`src/rtl/pakr_pkg.sv`:
```
// Package for the pointer authentication key register bank
package pakr_pkg;
   localparam int KeyWidth = 64;
   localparam int NumKeys = 6;
   localparam logic [1:0] Op0Sys = 2'h3;
   localparam logic [2:0] Op1Key = 3'h0;
   localparam logic [3:0] CrnKey = 4'h2;
   localparam logic [3:0] CrmInstrA = 4'h1;
   localparam logic [3:0] CrmDataB = 4'h2;
   localparam logic [3:0] CrmGenericA = 4'h3;
   localparam logic [2:0] Op2AKeyLo = 3'h0;
   localparam logic [2:0] Op2AKeyHi = 3'h1;
   localparam logic [2:0] Op2BKeyLo = 3'h2;
   localparam logic [2:0] Op2BKeyHi = 3'h3;
   localparam logic [1:0] ElUser = 2'h0;
   // Key slot indices
   localparam logic [2:0] IdxDataBHigh = 3'h0;
   localparam logic [2:0] IdxDataBLow = 3'h1;
   localparam logic [2:0] IdxGenericAHigh = 3'h2;
   localparam logic [2:0] IdxGenericALow = 3'h3;
   localparam logic [2:0] IdxInstrAHigh = 3'h4;
   localparam logic [2:0] IdxInstrALow = 3'h5;

   typedef struct packed {
      logic [1:0] op0;
      logic [2:0] op1;
      logic [3:0] crn;
      logic [3:0] crm;
      logic [2:0] op2;
   } pakr_enc_t;

   typedef struct packed {
      logic valid;
      logic isWrite;
      logic [1:0] excLevel;
      pakr_enc_t enc;
      logic [KeyWidth-1:0] wdata;
   } pakr_req_t;

   typedef struct packed {
      logic done;
      logic undef;
      logic [KeyWidth-1:0] rdata;
   } pakr_rsp_t;

   typedef struct packed {
      logic [NumKeys-1:0][KeyWidth-1:0] keys;
      pakr_rsp_t rsp;
   } pakr_state_t;
endpackage

```
`src/rtl/pakr_key_regs.sv`:
```
// Pointer authentication key register bank with system register access
`timescale 1ns/100ps
module pakr_key_regs #(
   parameter bit FeatureEn = 1'b1
) (
   input wire logic clk,
   input wire logic sys_rst,
   input wire pakr_pkg::pakr_req_t req,
   output pakr_pkg::pakr_rsp_t rsp
);
   pakr_pkg::pakr_state_t state_r;
   pakr_pkg::pakr_state_t state_nxt;

   // Decode an encoding to a key slot; hit is low for foreign encodings
   function automatic logic [3:0] decode(input pakr_pkg::pakr_enc_t e);
      logic hit;
      logic [2:0] idx;
      hit = (e.op0 == pakr_pkg::Op0Sys) && (e.op1 == pakr_pkg::Op1Key) &&
            (e.crn == pakr_pkg::CrnKey);
      idx = pakr_pkg::IdxDataBHigh;
      if (e.crm == pakr_pkg::CrmDataB && e.op2 == pakr_pkg::Op2BKeyHi) begin
         idx = pakr_pkg::IdxDataBHigh;
      end else if (e.crm == pakr_pkg::CrmDataB && e.op2 == pakr_pkg::Op2BKeyLo) begin
         idx = pakr_pkg::IdxDataBLow;
      end else if (e.crm == pakr_pkg::CrmGenericA && e.op2 == pakr_pkg::Op2AKeyHi) begin
         idx = pakr_pkg::IdxGenericAHigh;
      end else if (e.crm == pakr_pkg::CrmGenericA && e.op2 == pakr_pkg::Op2AKeyLo) begin
         idx = pakr_pkg::IdxGenericALow;
      end else if (e.crm == pakr_pkg::CrmInstrA && e.op2 == pakr_pkg::Op2AKeyHi) begin
         idx = pakr_pkg::IdxInstrAHigh;
      end else if (e.crm == pakr_pkg::CrmInstrA && e.op2 == pakr_pkg::Op2AKeyLo) begin
         idx = pakr_pkg::IdxInstrALow;
      end else begin
         hit = 1'b0;
      end
      return {hit, idx};
   endfunction

   logic [3:0] dec;
   logic allowed;
   assign dec = decode(req.enc);
   // Levels 1 to 3 share one path; unreachable levels never present requests
   assign allowed = FeatureEn && dec[3] && (req.excLevel != pakr_pkg::ElUser);

   always_comb begin
      state_nxt = state_r;
      state_nxt.rsp.done = req.valid;
      state_nxt.rsp.undef = req.valid && !allowed;
      state_nxt.rsp.rdata = '0;
      if (req.valid && allowed) begin
         if (req.isWrite) begin
            state_nxt.keys[dec[2:0]] = req.wdata;
         end else begin
            state_nxt.rsp.rdata = state_r.keys[dec[2:0]];
         end
      end
   end

   always_ff @(posedge clk) begin
      if (sys_rst) begin
         state_r.rsp <= '0;
         state_r.keys <= state_nxt.keys;
      end else begin
         state_r <= state_nxt;
      end
   end

   assign rsp = state_r.rsp;
endmodule

```
`config.mk`:
```
export PLATFORM = sky130hd
export DESIGN_NAME = pakr_key_regs
export DESIGN_NICKNAME = d
export VERILOG_FILES = /design/src/rtl/pakr_pkg.sv /design/src/rtl/pakr_key_regs.sv
export SDC_FILE = /design/constraint.sdc
export NUM_CORES = 1
export LEC_CHECK = 0
export ABC_AREA = 0
export BUFFER_PORTS_ARGS = -buffer_cell sky130_fd_sc_hd__buf_4
export CORE_ASPECT_RATIO = 1.2
export CORE_MARGIN = 8
export CORE_UTILIZATION = 53
export CTS_CLUSTER_SIZE = 30
export DETAILED_ROUTE_END_ITERATION = 6
export PLACE_DENSITY = 0.75
export SYNTH_ARGS = -nofsm -noshare
export SYNTH_HDL_FRONTEND = slang
export SYNTH_SLANG_ARGS = --single-unit
```
`constraint.sdc`:
```
create_clock -name clk -period 8.8 [get_ports clk]
set_clock_uncertainty 0.2 [all_clocks]
set_input_delay 1.76 -clock clk [delete_from_list [all_inputs] [get_ports clk]]
set_output_delay 1.76 -clock clk [all_outputs]
set_load 0.02 [all_outputs]
```
* Word level (Yosys, flattened, before mapping)
Cells that the tools add are included.
** Word-level totals
- Flip-flop bits (word level) :: 450
- Output and inout bits :: 66
** Cells by class
- Magnitude comparators :: 2
- Equality and inequality tests :: 8
- Multiplexer cells :: 19
- Bitwise gates (word level) :: 1
- Reductions and logical operators :: 17
** Operators with widths (number)
- two-way mux 384 bit :: 2
- bitwise mux 384 bit :: 1
- binary-select mux 64 bit (select 3 bit) :: 1
- demux 64 bit (select 3 bit) :: 1
- two-way mux 64 bit :: 2
- two-way mux 3 bit :: 6
- == test 4 x 2 -> 1 bit, second input constant :: 3
- logical AND 1 bit :: 12
- == test 3 x 2 -> 1 bit, second input constant :: 2
- zero test 3 bit :: 2
- two-way mux 1 bit :: 6
- == test 4 x 1 -> 1 bit, second input constant :: 1
- < comparator 3 x 4 -> 1 bit, second input constant :: 1
- == test 3 x 1 -> 1 bit, second input constant :: 1
- >= comparator 3 x 1 -> 1 bit, second input constant :: 1
- OR reduction 3 bit :: 1
- == test 2 bit, second input constant :: 1
- nonzero test 2 bit :: 1
- zero test 1 bit :: 1
- NOT 1 bit :: 1

* Longest topological paths before layout
- Word-level depth :: 15
- Mapped depth :: 7
- Depth with buffers taken out :: 4

* Worst setup path before layout
OpenSTA, ideal clock, no wires.
- Path type :: input -> register
- From :: input req[74] (netlist bit)
- To :: register state_r[322] (netlist bit) (enable)
- Setup time :: 0.579 ns
- Arrival time :: 7.620 ns
- Required time :: 8.021 ns
- Setup slack :: 0.401 ns
- Stages on the path :: 4
- Cells stage by stage :: nor4b_1 -> o2111ai_1 -> or4_1 -> nor3b_1
** Between the ends
- Cells in the longest elaborated chain, start to end :: 11
** RTL lines
- start: declaration :: RTL line pakr_key_regs.sv:8 : input wire pakr_pkg::pakr_req_t req,
- == test 4 x 2 -> 1 bit * :: RTL line pakr_key_regs.sv:19 : (e.crn == pakr_pkg::CrnKey);
- logical AND 1 bit * :: RTL line pakr_key_regs.sv:18 : hit = (e.op0 == pakr_pkg::Op0Sys) && (e.op1 == pakr_pkg::Op1Key) &&
- two-way mux 1 bit :: RTL line pakr_key_regs.sv:31 : end else if (e.crm == pakr_pkg::CrmInstrA && e.op2 == pakr_pkg::Op2AKeyLo) begin
- two-way mux 1 bit :: RTL line pakr_key_regs.sv:29 : end else if (e.crm == pakr_pkg::CrmInstrA && e.op2 == pakr_pkg::Op2AKeyHi) begin
- two-way mux 1 bit :: RTL line pakr_key_regs.sv:27 : end else if (e.crm == pakr_pkg::CrmGenericA && e.op2 == pakr_pkg::Op2AKeyLo) begin
- two-way mux 1 bit :: RTL line pakr_key_regs.sv:25 : end else if (e.crm == pakr_pkg::CrmGenericA && e.op2 == pakr_pkg::Op2AKeyHi) begin
- two-way mux 1 bit :: RTL line pakr_key_regs.sv:23 : end else if (e.crm == pakr_pkg::CrmDataB && e.op2 == pakr_pkg::Op2BKeyLo) begin
- two-way mux 1 bit * :: RTL line pakr_key_regs.sv:21 : if (e.crm == pakr_pkg::CrmDataB && e.op2 == pakr_pkg::Op2BKeyHi) begin
- logical AND 1 bit * :: RTL line pakr_key_regs.sv:43 : assign allowed = FeatureEn && dec[3] && (req.excLevel != pakr_pkg::ElUser);
- logical AND 1 bit * :: RTL line pakr_key_regs.sv:50 : if (req.valid && allowed) begin
- two-way mux 384 bit * :: RTL line pakr_key_regs.sv:50
- end signal: assignment :: RTL line pakr_key_regs.sv:64 : state_r <= state_nxt;
- end: declaration :: RTL line pakr_key_regs.sv:11 : pakr_pkg::pakr_state_t state_r;
Every way passes the cells marked *; elsewhere a longest branch is shown, timed or not.
A chain may end at the register's enable or synchronous reset.

* Worst setup path after layout
- From :: input req[67] (netlist bit)
- To :: register state_r[203] (netlist bit) (enable)
** Between the ends
- Cells in the longest elaborated chain, start to end :: 15
- Elaborated cells between the ends (all ways) :: 31
** RTL lines
- == test 4 x 1 -> 1 bit :: RTL line pakr_key_regs.sv:29, pakr_key_regs.sv:31
- logical AND 1 bit :: RTL line pakr_key_regs.sv:31
- two-way mux 3 bit :: RTL line pakr_key_regs.sv:31
- two-way mux 3 bit :: RTL line pakr_key_regs.sv:29
- two-way mux 3 bit :: RTL line pakr_key_regs.sv:27
- two-way mux 3 bit :: RTL line pakr_key_regs.sv:25
- two-way mux 3 bit :: RTL line pakr_key_regs.sv:23
- two-way mux 3 bit :: RTL line pakr_key_regs.sv:21
- < comparator 3 x 4 -> 1 bit (not written as such) or >= comparator 3 x 1 -> 1 bit (tied branches) :: RTL line pakr_key_regs.sv:52 : state_nxt.keys[dec[2:0]] = req.wdata;
- logical AND 1 bit (not written as such) :: RTL line pakr_key_regs.sv:52
- two-way mux 64 bit (not written as such) :: RTL line pakr_key_regs.sv:52
- demux 64 bit (select 3 bit) :: RTL line pakr_key_regs.sv:52
- bitwise mux 384 bit :: RTL line pakr_key_regs.sv:52
- two-way mux 384 bit :: RTL line pakr_key_regs.sv:51 : if (req.isWrite) begin
- two-way mux 384 bit * :: RTL line pakr_key_regs.sv:50
Marked as above.

==> impl_metrics.ini <==
[clock_network]
numCtsBuffers = 42
post_cts_buffers = 0
holdBufCountCts = 0
cts_tree = yes
h-tree-depth = 2
ctsRootBufferMaster = clkbuf_16
clk_path_buf_depth = 3
clk_pin_slew_worst_paths_ns = 0.06
cts.sinks = 450
clkLatencyLatePin_ns = 0.53
cts_resized = 0

[cells_and_area]
nFillCells = 2195
area_growth_pct = 14.1
fin_nets = 1032
multiInputGateArea_um2 = 3230
finish.utilization_pct = 61.2
drive_gt1_share_pct = 30.6
seq_area_um2 = 12900

[hold_path]
min_to = rsp[57]$_SDFF_PP0_
hold_depth = 2
hp-start = state_r[123]$_DFFE_PP_
min_path_type = reg2reg

[global_routing]
grt_pass1_wl_um = 51300
grt_max_degree = 69
overflow = 0
grt_antenna_before_repair = 1
grt_pass1_vias = 8615
grt_usage_pct = 17.8

[setup_path]
reg2reg_depth = 2
arrival_ns = 5.12
startpoint_type = input port
rr_startpoint = state_r[241]$_DFFE_PP_
r2r_slack_ns = 7.29
required_ns = 8.75
worst-path-max-fanout = 68
timing.rr.end = rsp[47]$_SDFF_PP0_
crit_type = in2reg
crit_path_end_kind = flip-flop

[timing]
worst_slew_pin_slew_ns = 1.33
fin_crit_ns = 5.17
fin_crit_sh_pct = 58.7
setup_violations = 0
hold_ws_ns = 0.384
fin_tns_setup_ns = 0
drv_slew = 0
rsz0062_at_grt = false
slew_headroom_pct = 11.2
hold_viol_final = 0
max_freq_ghz = 0.194

[synth]
syn_area_um2 = 16800
synthCells = 857
synth_fp_nets = 943
ys_types = 31
ys_warn_count = 0
synth_top_area_share_pct = 68.8
ys_seq_area_share_pct = 76.7
avgSynthCellArea_um2 = 19.6
synthTopCellsByArea = edfxtp_1 (69%), mux4_2 (8.6%), dfxtp_1 (7.9%), o211a_1 (3.8%), o2bb2ai_1 (3.3%)
ys_seq_elements = 450
synth_top_cell_by_area = edfxtp_1

[floorplan]
num_io_pins = 152
dieWidth_um = 178
initial_core_util_pct = 53.6
core_um2 = 31300
dieArea_um2 = 37600
fp.dieH_um = 211
rows = 71

[route]
vias = 8237
ant_nets = 0
drc = 0
drtIter0Drc = 753
routedWlPerCell_um = 24.6
dr.pass1.iters = 5
routed_wl_um = 33900
vias_per_cell = 5.97

[pwr]
ir_drop_mv = 0.190
powerDensity_nw_per_um2 = 216
total_leakage_power_nw = 6.87

[job]
drv_cap = 0

[placement]
placement.io_buffers = 151
place.gp.congestion = 0.711
dp_hpwl_um = 19100

[status]
status = finished clean
where the power goes:
part	total, W	switching, W	internal [W]
clock network	0.00169	0.000724	0.000963
logic	0.000139	0.0000787	0.0000605
registers	0.00231	0.000000138	0.00231
logic make-up after synthesis:
group | share of synthesized area (%)
AO/OA/AOI/OAI | 9.19
buffers and inverters | 4.56
flip-flops | 76.7
multiplexers | 8.60
AND/OR/NAND/NOR | 1.01
cell usage after synthesis:
library cell  count
nor3b_1           3
clkbuf_1         38
buf_1             8
a21oi_1          64
nand2_1           2
o211a_1          64
mux4_2           64
or3_1             2
buf_4            66
dfxtp_1          66
inv_1             1
edfxtp_1        384
nor3_1            3
nor4bb_1          1
buf_2             5
o2bb2ai_1        64
nor2_1            1
nor4b_1           1
buf_6             6
and3b_1           1
nor4_1            1
nor3_4            1
or3b_4            1
nor2b_1           2
nand4_1           1
o2111ai_1         1
and2_1            1
nand3_1           1
o21ai_1           2
or3b_1            1
or4_1             1
layer usage:
layer,up-vias,global-route usage [%],wire [um]
met5,-,0,0
li1,3612,-,-
met3,46,3.20,2210
met2,283,30.3,17300
met1,4296,23.3,13700
met4,0,5.02,673
registers in the layout, summed over array words and instances, names as in the netlist:
| register | flops |
|---|---|
| rsp | 66 |
| state_r | 384 |
final cells by class:
cell class	count	area share, %
clock inverter	15	0.510
multi-input combinational	283	16.9
antenna	1	0.0131
tap	401	2.62
inverter	1	0.0196
clock buffer	61	6.19
sequential	450	67.2
timing repair buffer	168	6.59
worst max-delay path by stage:
stage          startpoint                     end  depth (start not counted)
2_1_floorplan     req[74]  state_r[322]$_DFFE_PP_                          4
3_3_place_gp      req[67]  state_r[200]$_DFFE_PP_                          7
3_5_place_dp      req[67]  state_r[215]$_DFFE_PP_                          7
4_1_cts           req[67]  state_r[204]$_DFFE_PP_                          7
5_1_grt           req[67]  state_r[215]$_DFFE_PP_                          7
6_report          req[67]  state_r[203]$_DFFE_PP_                          7
layout by cell type (no fill, tap or decap), types with 2 or more instances in the layout:
| master | n |
|---|---|
| clkbuf_8 | 4 |
| clkbuf_1 | 14 |
| buf_4 | 168 |
| nor3b_2 | 3 |
| clkbuf_16 | 43 |
| clkinv_2 | 4 |
| a21oi_1 | 64 |
| edfxtp_1 | 384 |
| mux4_2 | 64 |
| nor3_2 | 2 |
| o2bb2ai_1 | 64 |
| o211a_1 | 64 |
| dfxtp_1 | 66 |
| clkinv_1 | 8 |
through the flow:
step / worst slack (ns) / power [W] / std cells / cell area (um^2)
global route: 3.45 / 0.00426 / 1380 / 19100
global placement: 3.09 / 0.00249 / 1303 / 17800
detailed placement: 3.04 / 0.00250 / 1303 / 17800
finish: 3.63 / 0.00414 / 1380 / 19100
CTS: 3.56 / 0.00417 / 1379 / 19100
floorplan: 0.401 / 0.00242 / 857 / 16800
critical path, cell delays in order:
cell and delay, ns:
buf_4 0.10, nor2b_4 0.12, buf_4 0.71, o21ai_1 0.28
or4_1 0.73, nor2_4 0.72, buf_4 0.63
No activity file was read; power rests on OpenSTA's default activity.
